==> config.mk <==
export PLATFORM = sky130hd
export DESIGN_NAME = rldbg_top
export DESIGN_NICKNAME = d
export VERILOG_FILES = /design/src/core/rldbg_pkg.sv /design/src/core/rldbg_top.sv
export VERILOG_INCLUDE_DIRS = /design/src /design/src/core
export SDC_FILE = /design/constraint.sdc
export NUM_CORES = 1
export LEC_CHECK = 0
export BUFFER_PORTS_ARGS = -buffer_cell sky130_fd_sc_hd__buf_2
export CAP_MARGIN = 30
export CORE_ASPECT_RATIO = 1.75
export CORE_MARGIN = 2
export CORE_UTILIZATION = 35
export DETAILED_ROUTE_END_ITERATION = 6
export PLACE_DENSITY = 0.59
export SETUP_SLACK_MARGIN = 0.1
export SLEW_MARGIN = 15
export SYNTH_ARGS = -nofsm -noshare
export SYNTH_HDL_FRONTEND = slang
export SYNTH_SLANG_ARGS = --single-unit
==> constraint.sdc <==
create_clock -name CLK_I -period 6.7 [get_ports CLK_I]
set_input_delay 1.005 -clock CLK_I [delete_from_list [all_inputs] [get_ports CLK_I]]
set_output_delay 1.005 -clock CLK_I [all_outputs]
set_load 0.01 [all_outputs]
==> src/core/rldbg_map.svh <==
// Notes on behaviour
// - All transceiver status flags are asynchronous; they are synchronised before use.
// - The receive data-lock flag is always present, debug option or not.
// - With the debug option on, extra transceiver status outputs are exposed.
// - Reference-lock flag is high while the receive CDR tracks its reference clock.
// - Code-violation vector bit n flags an 8B/10B code error in byte n.
// - Disparity-error vector bit n flags an 8B/10B disparity error in byte n.
// - Sync-header error flag is raised on any invalid 64B/66B sync header.
// - Forward-loop 01 with serial loop built in selects the serial media loop.
// - Forward-loop 10 is parallel loop with stitching, 11 is parallel without.
// - Any parallel forward loop bypasses the transceiver entirely.
// - A nonzero reverse-loop field with reverse loop built in activates it.
// - Reverse-loop value picks looped frame parts; the rest come from local core.
// - By default a slave withholds K28.5 until its receiver has locked.
// - Without the override only a master works in external loopback.
// - Transmit-force set to 1 lets a slave send K28.5 before receive lock.
`ifndef RLDBG_MAP_SVH
`define RLDBG_MAP_SVH

`define RLDBG_ADDR_LOOPBACK    8'h00
`define RLDBG_ADDR_L1CFG       8'h04
`define RLDBG_ADDR_STATUS      8'h08
`define RLDBG_ADDR_IRQ_STATUS  8'h0C
`define RLDBG_ADDR_IRQ_MASK    8'h10
`define RLDBG_ADDR_LINK        8'h14

`define RLDBG_FWD_LSB          0
`define RLDBG_REV_LSB          8
`define RLDBG_REV_W            4
`define RLDBG_FORCE_BIT        0
`define RLDBG_ROLE_BIT         1

`define RLDBG_FWD_NONE         2'h0
`define RLDBG_FWD_SERIAL       2'h1
`define RLDBG_FWD_PAR_STITCH   2'h2
`define RLDBG_FWD_PAR_RAW      2'h3

`define RLDBG_IRQ_W            6
`define RLDBG_RESET_WORD       32'h0000_0000

`define RLDBG_K285_WORD        32'h0000_00BC
`define RLDBG_K285_CTRL        4'h1

`define RLDBG_CLK_PERIOD_NS    25
`define RLDBG_LOCK_HOLD_NS     400
`define RLDBG_LOCK_HOLD_CYC    ((`RLDBG_LOCK_HOLD_NS + `RLDBG_CLK_PERIOD_NS - 1) / `RLDBG_CLK_PERIOD_NS)

`endif

==> src/core/rldbg_pkg.sv <==
package rldbg_pkg;

	typedef enum logic [1:0] {
		RLDBG_PATH_NORMAL  = 2'b00,
		RLDBG_PATH_SERIAL  = 2'b01,
		RLDBG_PATH_STITCH  = 2'b10,
		RLDBG_PATH_RAW     = 2'b11
	} rldbg_path_t;

	typedef struct packed {
		logic       data_locked;
		logic       ref_locked;
		logic [3:0] code_err;
		logic [3:0] disp_err;
		logic       sh_err;
	} rldbg_xcvr_stat_t;

	typedef struct packed {
		logic [31:0] data;
		logic [3:0]  ctrl;
	} rldbg_word_t;

endpackage : rldbg_pkg

==> src/core/rldbg_top.sv <==
`timescale 1ns/1ps
`default_nettype none
`include "rldbg_map.svh"

module rldbg_top
	import rldbg_pkg::*;
#(
	parameter bit SERIAL_LOOP_EN = 1'b1,
	parameter bit PAR_FWD_EN     = 1'b1,
	parameter bit PAR_REV_EN     = 1'b1,
	parameter bit DEBUG_EN       = 1'b1
) (
	// Clock and reset
	input  wire logic              CLK_I,
	input  wire logic              RESET_I,
	// AXI4-Lite slave
	input  wire logic [7:0]        AWADDR_I,
	input  wire logic              AWVALID_I,
	output logic                   AWREADY_O,
	input  wire logic [31:0]       WDATA_I,
	input  wire logic [3:0]        WSTRB_I,
	input  wire logic              WVALID_I,
	output logic                   WREADY_O,
	output logic [1:0]             BRESP_O,
	output logic                   BVALID_O,
	input  wire logic              BREADY_I,
	input  wire logic [7:0]        ARADDR_I,
	input  wire logic              ARVALID_I,
	output logic                   ARREADY_O,
	output logic [31:0]            RDATA_O,
	output logic [1:0]             RRESP_O,
	output logic                   RVALID_O,
	input  wire logic              RREADY_I,
	// Asynchronous transceiver status
	input  wire rldbg_xcvr_stat_t  XCVR_STAT_I,
	input  wire logic              LINK_CLK_I,
	// Data paths
	input  wire rldbg_word_t       CORE_TX_I,
	input  wire rldbg_word_t       XCVR_RX_I,
	input  wire logic              RX_K285_LOCK_I,
	output rldbg_word_t            XCVR_TX_O,
	output rldbg_word_t            CORE_RX_O,
	// Transceiver loop controls
	output logic                   SERIAL_LOOP_O,
	output logic                   XCVR_BYPASS_O,
	output logic                   STITCH_BYPASS_O,
	output logic                   TX_K285_EN_O,
	// Status and interrupt
	output logic                   RX_CDR_DATA_LOCKED_O,
	output logic                   RX_CDR_REF_LOCKED_O,
	output logic [3:0]             RX_CODE_ERR_O,
	output logic [3:0]             RX_DISP_ERR_O,
	output logic                   RX_SYNC_HEADER_ERROR_O,
	output logic                   IRQ_O
);

	localparam int STAT_W = $bits(rldbg_xcvr_stat_t);

	// Two-stage synchroniser for async status, three-stage for link clock
	logic [STAT_W-1:0] stat_m_r, stat_s_r;
	logic [1:0]        lclk_m_r;
	logic              lclk_s_r, lclk_d_r;
	rldbg_xcvr_stat_t  stat;

	always_ff @(posedge CLK_I or posedge RESET_I) begin
		if (RESET_I) begin
			stat_m_r <= '0;
			stat_s_r <= '0;
			lclk_m_r <= 2'h0;
			lclk_s_r <= 1'b0;
			lclk_d_r <= 1'b0;
		end else begin
			stat_m_r <= XCVR_STAT_I;
			stat_s_r <= stat_m_r;
			lclk_m_r <= {lclk_m_r[0], LINK_CLK_I};
			lclk_s_r <= lclk_m_r[1];
			lclk_d_r <= lclk_s_r;
		end
	end
	assign stat = rldbg_xcvr_stat_t'(stat_s_r);
	wire lclk_rise = lclk_s_r & ~lclk_d_r;

	// Registers
	logic [1:0]               fwd_r;
	logic [`RLDBG_REV_W-1:0]  rev_r;
	logic                     force_r;
	logic                     slave_r;
	logic [`RLDBG_IRQ_W-1:0]  irq_stat_r, irq_mask_r;
	logic [15:0]              link_cnt_r;

	// Write channel
	logic        aw_hold_r, w_hold_r;
	logic [7:0]  aw_addr_r;
	logic [31:0] w_data_r;
	logic [3:0]  w_strb_r;
	wire         aw_take = AWVALID_I & AWREADY_O;
	wire         w_take  = WVALID_I & WREADY_O;
	wire         aw_have = aw_hold_r | aw_take;
	wire         w_have  = w_hold_r | w_take;
	wire  [7:0]  wa      = aw_hold_r ? aw_addr_r : AWADDR_I;
	wire  [31:0] wd      = w_hold_r ? w_data_r : WDATA_I;
	wire  [3:0]  ws      = w_hold_r ? w_strb_r : WSTRB_I;
	wire         do_wr   = aw_have & w_have & ~BVALID_O;

	function automatic logic known(input logic [7:0] a);
		case (a)
			`RLDBG_ADDR_LOOPBACK, `RLDBG_ADDR_L1CFG, `RLDBG_ADDR_STATUS,
			`RLDBG_ADDR_IRQ_STATUS, `RLDBG_ADDR_IRQ_MASK, `RLDBG_ADDR_LINK: known = 1'b1;
			default: known = 1'b0;
		endcase
	endfunction : known

	always_ff @(posedge CLK_I or posedge RESET_I) begin
		if (RESET_I) begin
			AWREADY_O <= 1'b0;
			WREADY_O  <= 1'b0;
			aw_hold_r <= 1'b0;
			w_hold_r  <= 1'b0;
			aw_addr_r <= 8'h00;
			w_data_r  <= 32'h0000_0000;
			w_strb_r  <= 4'h0;
			BVALID_O  <= 1'b0;
			BRESP_O   <= 2'h0;
		end else begin
			AWREADY_O <= ~aw_have & ~BVALID_O & ~do_wr;
			WREADY_O  <= ~w_have & ~BVALID_O & ~do_wr;
			if (aw_take) begin
				aw_addr_r <= AWADDR_I;
			end
			if (w_take) begin
				w_data_r <= WDATA_I;
				w_strb_r <= WSTRB_I;
			end
			aw_hold_r <= aw_have & ~do_wr;
			w_hold_r  <= w_have & ~do_wr;
			if (do_wr) begin
				BVALID_O <= 1'b1;
				BRESP_O  <= known(wa) ? 2'h0 : 2'h2;
			end else if (BREADY_I) begin
				BVALID_O <= 1'b0;
			end
		end
	end

	// Control registers, byte lane 0 and 1 only
	always_ff @(posedge CLK_I or posedge RESET_I) begin
		if (RESET_I) begin
			fwd_r      <= 2'h0;
			rev_r      <= '0;
			force_r    <= 1'b0;
			slave_r    <= 1'b0;
			irq_mask_r <= '0;
		end else if (do_wr) begin
			case (wa)
				`RLDBG_ADDR_LOOPBACK: begin
					if (ws[0]) fwd_r <= wd[`RLDBG_FWD_LSB +: 2];
					if (ws[1]) rev_r <= wd[`RLDBG_REV_LSB +: `RLDBG_REV_W];
				end
				`RLDBG_ADDR_L1CFG: begin
					if (ws[0]) begin
						force_r <= wd[`RLDBG_FORCE_BIT];
						slave_r <= wd[`RLDBG_ROLE_BIT];
					end
				end
				`RLDBG_ADDR_IRQ_MASK: begin
					if (ws[0]) irq_mask_r <= wd[`RLDBG_IRQ_W-1:0];
				end
				default: begin
				end
			endcase
		end
	end

	// Sticky events: lock loss, ref lock loss, code, disparity, sync header, link clock
	logic [`RLDBG_IRQ_W-1:0] ev;
	logic                    dl_d_r, rl_d_r;
	assign ev = {lclk_rise, stat.sh_err, |stat.disp_err, |stat.code_err,
		rl_d_r & ~stat.ref_locked, dl_d_r & ~stat.data_locked};

	always_ff @(posedge CLK_I or posedge RESET_I) begin
		if (RESET_I) begin
			dl_d_r     <= 1'b0;
			rl_d_r     <= 1'b0;
			irq_stat_r <= '0;
			link_cnt_r <= 16'h0000;
			IRQ_O      <= 1'b0;
		end else begin
			dl_d_r <= stat.data_locked;
			rl_d_r <= stat.ref_locked;
			if (lclk_rise) link_cnt_r <= link_cnt_r + 16'h0001;
			// Set beats clear
			if (do_wr && wa == `RLDBG_ADDR_IRQ_STATUS && ws[0])
				irq_stat_r <= (irq_stat_r & ~wd[`RLDBG_IRQ_W-1:0]) | ev;
			else
				irq_stat_r <= irq_stat_r | ev;
			IRQ_O <= |(irq_stat_r & irq_mask_r);
		end
	end

	// Read channel
	logic [31:0] rd;
	always_comb begin
		rd = 32'h0000_0000;
		case (ARADDR_I)
			`RLDBG_ADDR_LOOPBACK: begin
				rd[`RLDBG_FWD_LSB +: 2] = fwd_r;
				rd[`RLDBG_REV_LSB +: `RLDBG_REV_W] = rev_r;
			end
			`RLDBG_ADDR_L1CFG: begin
				rd[`RLDBG_FORCE_BIT] = force_r;
				rd[`RLDBG_ROLE_BIT]  = slave_r;
			end
			`RLDBG_ADDR_STATUS:     rd[STAT_W-1:0] = stat;
			`RLDBG_ADDR_IRQ_STATUS: rd[`RLDBG_IRQ_W-1:0] = irq_stat_r;
			`RLDBG_ADDR_IRQ_MASK:   rd[`RLDBG_IRQ_W-1:0] = irq_mask_r;
			`RLDBG_ADDR_LINK:       rd[15:0] = link_cnt_r;
			default:                rd = 32'h0000_0000;
		endcase
	end

	always_ff @(posedge CLK_I or posedge RESET_I) begin
		if (RESET_I) begin
			ARREADY_O <= 1'b0;
			RVALID_O  <= 1'b0;
			RDATA_O   <= 32'h0000_0000;
			RRESP_O   <= 2'h0;
		end else begin
			ARREADY_O <= ~RVALID_O & ~(ARVALID_I & ARREADY_O);
			if (ARVALID_I && ARREADY_O) begin
				RVALID_O <= 1'b1;
				RDATA_O  <= rd;
				RRESP_O  <= known(ARADDR_I) ? 2'h0 : 2'h2;
			end else if (RREADY_I) begin
				RVALID_O <= 1'b0;
			end
		end
	end

	// Loop path selection
	rldbg_path_t path;
	logic        rev_on;
	always_comb begin
		case (fwd_r)
			`RLDBG_FWD_SERIAL:    path = SERIAL_LOOP_EN ? RLDBG_PATH_SERIAL : RLDBG_PATH_NORMAL;
			`RLDBG_FWD_PAR_STITCH: path = PAR_FWD_EN ? RLDBG_PATH_STITCH : RLDBG_PATH_NORMAL;
			`RLDBG_FWD_PAR_RAW:   path = PAR_FWD_EN ? RLDBG_PATH_RAW : RLDBG_PATH_NORMAL;
			default:              path = RLDBG_PATH_NORMAL;
		endcase
	end
	assign rev_on = PAR_REV_EN && (rev_r != '0);

	// K28.5 gating: master always, slave after lock or when forced
	wire k_ok = ~slave_r | RX_K285_LOCK_I | force_r;
	rldbg_word_t tx_word, rx_word;

	always_comb begin
		tx_word = CORE_TX_I;
		if (rev_on) begin
			for (int b = 0; b < 4; b++) begin
				// Selected byte lanes come from received data
				if (rev_r[b]) begin
					tx_word.data[8*b +: 8] = XCVR_RX_I.data[8*b +: 8];
					tx_word.ctrl[b]        = XCVR_RX_I.ctrl[b];
				end
			end
		end
		if (!k_ok && CORE_TX_I.ctrl != 4'h0) begin
			tx_word.data = 32'h0000_0000;
			tx_word.ctrl = 4'h0;
		end
		rx_word = XCVR_RX_I;
		if (path == RLDBG_PATH_STITCH || path == RLDBG_PATH_RAW)
			rx_word = tx_word;
	end

	always_ff @(posedge CLK_I or posedge RESET_I) begin
		if (RESET_I) begin
			XCVR_TX_O       <= '0;
			CORE_RX_O       <= '0;
			SERIAL_LOOP_O   <= 1'b0;
			XCVR_BYPASS_O   <= 1'b0;
			STITCH_BYPASS_O <= 1'b0;
			TX_K285_EN_O    <= 1'b0;
		end else begin
			XCVR_TX_O       <= tx_word;
			CORE_RX_O       <= rx_word;
			SERIAL_LOOP_O   <= (path == RLDBG_PATH_SERIAL);
			XCVR_BYPASS_O   <= (path == RLDBG_PATH_STITCH) || (path == RLDBG_PATH_RAW);
			STITCH_BYPASS_O <= (path == RLDBG_PATH_RAW);
			TX_K285_EN_O    <= k_ok;
		end
	end

	// Status outputs
	always_ff @(posedge CLK_I or posedge RESET_I) begin
		if (RESET_I) begin
			RX_CDR_DATA_LOCKED_O   <= 1'b0;
			RX_CDR_REF_LOCKED_O    <= 1'b0;
			RX_CODE_ERR_O          <= 4'h0;
			RX_DISP_ERR_O          <= 4'h0;
			RX_SYNC_HEADER_ERROR_O <= 1'b0;
		end else begin
			RX_CDR_DATA_LOCKED_O   <= stat.data_locked;
			RX_CDR_REF_LOCKED_O    <= DEBUG_EN & stat.ref_locked;
			RX_CODE_ERR_O          <= DEBUG_EN ? stat.code_err : 4'h0;
			RX_DISP_ERR_O          <= DEBUG_EN ? stat.disp_err : 4'h0;
			RX_SYNC_HEADER_ERROR_O <= DEBUG_EN & stat.sh_err;
		end
	end

	// Checks
	AST_SERIAL_PATH: assert property (@(posedge CLK_I) disable iff (RESET_I)
		(fwd_r == 2'h1) |=> SERIAL_LOOP_O == SERIAL_LOOP_EN)
		else $error("serial loop not selected");
	AST_BYPASS: assert property (@(posedge CLK_I) disable iff (RESET_I)
		fwd_r[1] |=> XCVR_BYPASS_O == PAR_FWD_EN && !SERIAL_LOOP_O)
		else $error("parallel loop does not bypass");
	AST_STITCH: assert property (@(posedge CLK_I) disable iff (RESET_I)
		(fwd_r == 2'h2) |=> !STITCH_BYPASS_O)
		else $error("stitch path wrong");
	AST_NORMAL: assert property (@(posedge CLK_I) disable iff (RESET_I)
		(!RESET_I && fwd_r == 2'h0 && rev_r == '0) |=> !SERIAL_LOOP_O && !XCVR_BYPASS_O
			&& XCVR_TX_O == $past(tx_word))
		else $error("loop active in normal mode");
	AST_K_HOLD: assert property (@(posedge CLK_I) disable iff (RESET_I)
		(slave_r && !force_r && !RX_K285_LOCK_I) |=> !TX_K285_EN_O)
		else $error("slave sent K28.5 before lock");
	AST_FORCE: assert property (@(posedge CLK_I) disable iff (RESET_I)
		force_r |=> TX_K285_EN_O)
		else $error("forced K28.5 not sent");
	AST_MASTER: assert property (@(posedge CLK_I) disable iff (RESET_I)
		(!RESET_I && !slave_r) |=> TX_K285_EN_O)
		else $error("master blocked");
	AST_LOCK: assert property (@(posedge CLK_I) disable iff (RESET_I)
		XCVR_STAT_I.data_locked [*4] |-> ##1 RX_CDR_DATA_LOCKED_O)
		else $error("data lock not reported");
	AST_REV: assert property (@(posedge CLK_I) disable iff (RESET_I)
		(rev_on && rev_r[0] && k_ok) |=> XCVR_TX_O.data[7:0] == $past(XCVR_RX_I.data[7:0]))
		else $error("reverse byte not looped");

	// Data path and status checks
	AST_PAR_RX: assert property (@(posedge CLK_I) disable iff (RESET_I)
		(PAR_FWD_EN && fwd_r[1]) |=> CORE_RX_O == XCVR_TX_O)
		else $error("parallel loop data not returned");
	AST_SERIAL_DATA: assert property (@(posedge CLK_I) disable iff (RESET_I)
		(fwd_r == 2'h1) |=> !XCVR_BYPASS_O && CORE_RX_O == $past(XCVR_RX_I))
		else $error("serial loop data path wrong");
	AST_NORMAL_RX: assert property (@(posedge CLK_I) disable iff (RESET_I)
		(!RESET_I && fwd_r == 2'h0 && rev_r == '0) |=> CORE_RX_O == $past(XCVR_RX_I))
		else $error("receive path altered in normal mode");
	AST_K_BLANK: assert property (@(posedge CLK_I) disable iff (RESET_I)
		(slave_r && !force_r && !RX_K285_LOCK_I && CORE_TX_I.ctrl != 4'h0) |=> XCVR_TX_O == '0)
		else $error("control word sent before lock");
	AST_REF_LOCK: assert property (@(posedge CLK_I) disable iff (RESET_I)
		stat.ref_locked |=> RX_CDR_REF_LOCKED_O == DEBUG_EN)
		else $error("reference lock not reported");
	AST_SH_ERR: assert property (@(posedge CLK_I) disable iff (RESET_I)
		stat.sh_err |=> RX_SYNC_HEADER_ERROR_O == DEBUG_EN)
		else $error("sync header error not reported");

	// Per-lane error flags and reverse fill
	for (genvar g = 0; g < 4; g++) begin : g_lane_chk
		AST_CODE_LANE: assert property (@(posedge CLK_I) disable iff (RESET_I)
			stat.code_err[g] |=> RX_CODE_ERR_O[g] == DEBUG_EN)
			else $error("code violation lane lost");
		AST_DISP_LANE: assert property (@(posedge CLK_I) disable iff (RESET_I)
			stat.disp_err[g] |=> RX_DISP_ERR_O[g] == DEBUG_EN)
			else $error("disparity error lane lost");
		AST_REV_FILL: assert property (@(posedge CLK_I) disable iff (RESET_I)
			(!RESET_I && (k_ok || CORE_TX_I.ctrl == 4'h0) && !(rev_on && rev_r[g]))
			|=> XCVR_TX_O.data[8*g +: 8] == $past(CORE_TX_I.data[8*g +: 8]))
			else $error("unselected lane not from core");
	end

endmodule : rldbg_top
`default_nettype wire

# Word-level counts from Yosys, hierarchy flattened
# Index checks and enable logic that the tools add are counted.
# totals
wordCells,143
input_bits,144
register_bits,199
out_inout_bits,129
# op_classes
n_mux,32
n_addsub,1
eq_ne,16
reduce_logical,21
bitwise_logic,34
# ops
operator,n
two-way mux 36 bit,3
two-way mux 8 bit,5
"== test 8 x 4 -> 1 bit, second input constant",4
"== test 8 x 5 -> 1 bit, second input constant",4
OR reduction 6 bit,3
"adder 16 x 1 -> 16 bit, second input constant",1
"== test 8 x 3 -> 1 bit, second input constant",2
zero test 8 bit,2
case mux 4 bit (4 select lines),1
AND 1 bit,15
AND 6 bit,2
two-way mux 1 bit,12
two-way mux 12 bit,1
OR 6 bit,2
case mux 2 bit (6 select lines),1
AND reduction 3 bit,4
NOT 1 bit,10
case mux 3 bit (3 select lines),1
"== test 2 bit, second input constant",4
nonzero test 4 bit,2
OR reduction 4 bit,2
two-way mux 2 bit,3
two-way mux 6 bit,1
NOT 6 bit,1
10 further kinds,18

# Depth between registers and ports, before layout
# depth
word_depth,7
depth_mapped,6
depth_no_buf,5

# Least setup slack after synthesis
# No wires, ideal clock.
# synth_timing
kind,in2reg
from,input AWADDR_I[5]
to,register irq_mask_r[0]
setup_ps,125
required_ps,6575
setup_slack_ps,4018
path_buffers,0
path_stages,4
arrival_time_ps,2557
cell_sequence,or4_1 -> a211oi_4 -> nand4_4 -> mux2_2
# synth_between
elab_chain_cells,3
# synth_lines
element,line,text
start: declaration,rldbg_top.sv:17,"input wire logic [7:0] AWADDR_I,"
two-way mux 8 bit,rldbg_top.sv:100,wire [7:0] wa = aw_hold_r ? aw_addr_r : AWADDR_I;
== test 8 x 5 -> 1 bit,rldbg_top.sv:154,case (wa)
AND reduction 3 bit (no source line),--,
end signal: assignment,rldbg_top.sv:166,if (ws[0]) irq_mask_r <= wd[`RLDBG_IRQ_W-1:0];
end: declaration,rldbg_top.sv:88,"logic [`RLDBG_IRQ_W-1:0] irq_stat_r, irq_mask_r;"
# Every way passes these cells.
# A chain may end at the register's enable or synchronous reset.

# Final worst setup path
# layout_timing
from,input AWADDR_I[5]
to,register slave_r
# layout_between
elab_chain_cells,3
# layout_lines
element,line,text
two-way mux 8 bit,rldbg_top.sv:100,
== test 8 x 3 -> 1 bit,rldbg_top.sv:154,
AND reduction 3 bit (no source line),--,
end signal: assignment,rldbg_top.sv:162,slave_r <= wd[`RLDBG_ROLE_BIT];
end: declaration,rldbg_top.sv:87,logic slave_r;
# Every way passes these cells.

==> impl_metrics.py <==
metrics = {
    "status": {
        "status": "complete, no violations",
    },
    "clock_network": {
        "cts_buffers": 17,
        "cts_root_buf": "clkbuf_16",
        "post-cts-setup-buffer-count": 0,
        "cts-resized-gates": 0,
        "cts.clk_slew.worst_paths_ns": 0.07,
        "clk_latency_ns": 0.45,
        "clockBufferDepth": 2,
        "cts_tree": "yes",
        "hold_buffers": 0,
        "cts_num_sinks": 195,
        "htree_levels": 4,
    },
    "grt": {
        "grt_pass1_vias": 5694,
        "grt_use_total_pct": 17.5,
        "grt_max_degree": 138,
        "grt_overflow": 0,
        "antenna_found_initial": 3,
        "grt_first_pass_wirelength_mm": 30.7,
    },
    "timing": {
        "finClkSkew_ns": 0.00788,
        "post-route-period-util_pct": 38.9,
        "clock.fmax_mhz": 384,
        "hold_viol_final": 0,
        "slew_headroom_pct": 45.4,
        "final.setup.tns_ns": 0,
        "whs_ns": 0.347,
        "rsz0062_at_grt": "false",
        "period_needed_ns": 2.60,
        "worst_slew_pin_slew_ns": 0.811,
        "setup_viol": 0,
        "slew_violations": 0,
    },
    "power_and_ir_drop": {
        "peakVddDrop_uv": 187,
        "power_mw": 2.95,
        "p_per_area_mw_per_mm2": 301,
        "p_leak_nw": 4.75,
    },
    "synth": {
        "syn_area_per_cell_um2": 12.7,
        "yosysUniqueCellTypes": 50,
        "syn_area_mm2": 0.00780,
        "netlist.area_leader.share_pct": 62.6,
        "syn_inst": 612,
        "synth-main-ff-cell": "dfrtp_1",
        "synth-edff-count": 0,
        "synth_seq_cells": 195,
        "ys_seq_area_share_pct": 62.6,
        "synth_top_area_cell": "dfrtp_1",
        "post-synth-top-count-cell": "dfrtp_1",
        "synth_common_cells": "195 x dfrtp_1, 48 x nand2_1, 43 x mux2_2, 32 x nor2_1, 31 x a22o_1",
        "synth.area.top_cells": "dfrtp_1 63%, mux2_2 6.2%, mux2i_1 3.7%",
        "async_flop_share_pct": 100,
        "ys_warn_count": 0,
    },
    "placement": {
        "dp_hpwl_mm": 14.2,
        "gp_congestion": 0.846,
        "port_buffers": 230,
        "dp_cells": 1116,
    },
    "setup_path": {
        "crit_path_top_delay_cell": "a211oi_4",
        "cp-end-kind": "flop",
        "reg2reg_to": "slave_r$_DFFE_PP0P_",
        "start_kind": "input port",
        "startpoint": "AWADDR_I[5]",
        "path_buf_inv": 1,
        "r2r_slack_ns": 4.18,
        "critPathTopFamily": "simple AND/OR/NAND/NOR gates",
        "crit_type": "input port to flop",
        "crit_arrival_ns": 2.94,
        "r2r-start": "aw_hold_r$_DFF_PP0_",
        "reg2reg_depth": 4,
        "path_depth": 5,
        "crit_chain": "buf_2 > or4_1 > a211oi_4 > nand4_1 > mux2_2",
        "crit_required_ns": 7.04,
        "endpoint": "slave_r$_DFFE_PP0P_",
        "cpPeakStageDelay_ns": 0.61,
        "worstPathMaxFanout": 10,
    },
    "die": {
        "ios": 273,
        "dieArea_mm2": 0.0235,
        "core_mm2": 0.0220,
        "die_y_um": 202,
        "die_w_um": 117,
        "initial_core_util_pct": 35.5,
        "row_count": 72,
    },
    "cells_and_area": {
        "multi_input_area_mm2": 0.00271,
        "register_area_mm2": 0.00488,
        "finalNonFillerCells": 1151,
        "syn_to_final_growth_pct": 25.5,
        "layout-drive-gt1-share_pct": 37.7,
        "final_nets": 985,
        "fillers": 2146,
    },
    "routing": {
        "vias": 5538,
        "vias_per_cell": 4.81,
        "drt-total-wl_mm": 19.5,
        "first_iter_violations": 301,
        "wl_per_cell_um": 16.9,
        "first_pass_iters": 5,
        "drcViolationCount": 0,
        "drtAntennaViolNets": 0,
    },
    "flow_run": {
        "maxCapViolCount": 0,
    },
    "hold_path": {
        "hp-class": "flop to flop",
    },
}
-- worst reg2reg max path, cell delays in order, from the launching register on --
cell      delay, ns
dfrtp_1        0.51
or4_1          0.67
a211oi_4       0.61
nand4_1        0.30
mux2_2         0.34
-- layer usage --
metal | share of wire, % | up-vias | GRT usage [%] | routed length (um)
li1 | - | 2607 | - | -
met4 | 3.9 | 2 | 9.87 | 758
met3 | 4.7 | 43 | 3.95 | 919
met5 | 0.082 | - | 0 | 16
met1 | 37 | 2706 | 19.6 | 7270
met2 | 54 | 180 | 29.9 | 10500
-- stage by stage --
stage               instance area [um2]  worst slack [ns]  utilization [%]
finish                             9790              4.10             44.5
global route                       9790              4.02             44.5
CTS                                9760              4.10             44.4
detailed placement                 9180              3.61             41.8
global placement                   9170              3.25             41.7
floorplan                          7870             0.383                -
-- power breakdown --
part | switching (mW) | internal, mW | total [mW]
Sequential | 0.122 | 1.33 | 1.45
Combinational | 0.255 | 0.241 | 0.496
Clock | 0.467 | 0.536 | 1.00
Total | 0.844 | 2.10 | 2.95
-- kinds of logic (layout without fill, tap and decap cells) --
logic type / count (synthesis) / count (layout) / share of synthesized area [%]
AOI/OAI and AO/OA: 118 / 118 / 10.9
xor gates and xnor gates: 15 / 15 / 1.68
adders and majority gates: 1 / 1 / 0.160
buffers and inverters: 51 / 275 / 3.59
DFF: 195 / 195 / 62.6
muxes: 74 / 74 / 10.5
other: 1 / 20 / 0.0481
and+or+nand+nor: 157 / 157 / 10.5
-- area by class of cell --
cell class,count,share of cell area [%]
Inverter,9,0.422
Clock buffer,19,4.63
Multi-Input combinational cell,383,27.7
Sequential cell,195,49.8
Clock inverter,13,1.27
Tap cell,296,3.78
Antenna cell,2,0.0511
Timing Repair Buffer,234,12.3
-- flip-flops by register name, indices dropped and copies added, names as in the netlist, 8 cells and up --
name and flops:
w_data_r 10, RDATA_O 16, link_cnt_r 16, XCVR_TX_O 36, aw_addr_r 8, stat 11, stat_m_r 11, CORE_RX_O 36
-- worst min-delay path by stage --
stage	from	end	slack [ns]	cells past startpoint
floorplan	lclk_m_r[0]$_DFF_PP0_	lclk_m_r[1]$_DFF_PP0_	0.33	0
finish	lclk_m_r[1]$_DFF_PP0_	lclk_s_r$_DFF_PP0_	0.35	0
detailed placement	stat_m_r[3]$_DFF_PP0_	stat[3]$_DFF_PP0_	0.33	0
CTS	lclk_m_r[1]$_DFF_PP0_	lclk_s_r$_DFF_PP0_	0.35	0
global placement	stat_m_r[6]$_DFF_PP0_	stat[6]$_DFF_PP0_	0.33	0
global route	lclk_m_r[1]$_DFF_PP0_	lclk_s_r$_DFF_PP0_	0.35	0
-- cells in the final DEF (no fill, tap or decap), types with 4 or more instances in the layout --
| cell type | count |
|---|---|
| and2_1 | 4 |
| nor2b_1 | 4 |
| nand2b_1 | 19 |
| nor3_1 | 5 |
| nand2_1 | 48 |
| nand4_1 | 10 |
| xnor2_1 | 7 |
| a22o_1 | 31 |
| conb_1 | 18 |
| clkinv_4 | 4 |
| mux2i_1 | 29 |
| buf_2 | 230 |
| nand3_1 | 10 |
| dfrtp_1 | 195 |
| clkbuf_16 | 17 |
| nor2_1 | 31 |
| inv_1 | 8 |
| a22oi_1 | 9 |
| o22ai_1 | 4 |
| o21ai_0 | 14 |
| mux2_2 | 43 |
| o2bb2ai_1 | 19 |
| a21oi_1 | 27 |
| xor2_1 | 8 |
| a21o_1 | 5 |
Power figures use the tool's default switching activity.
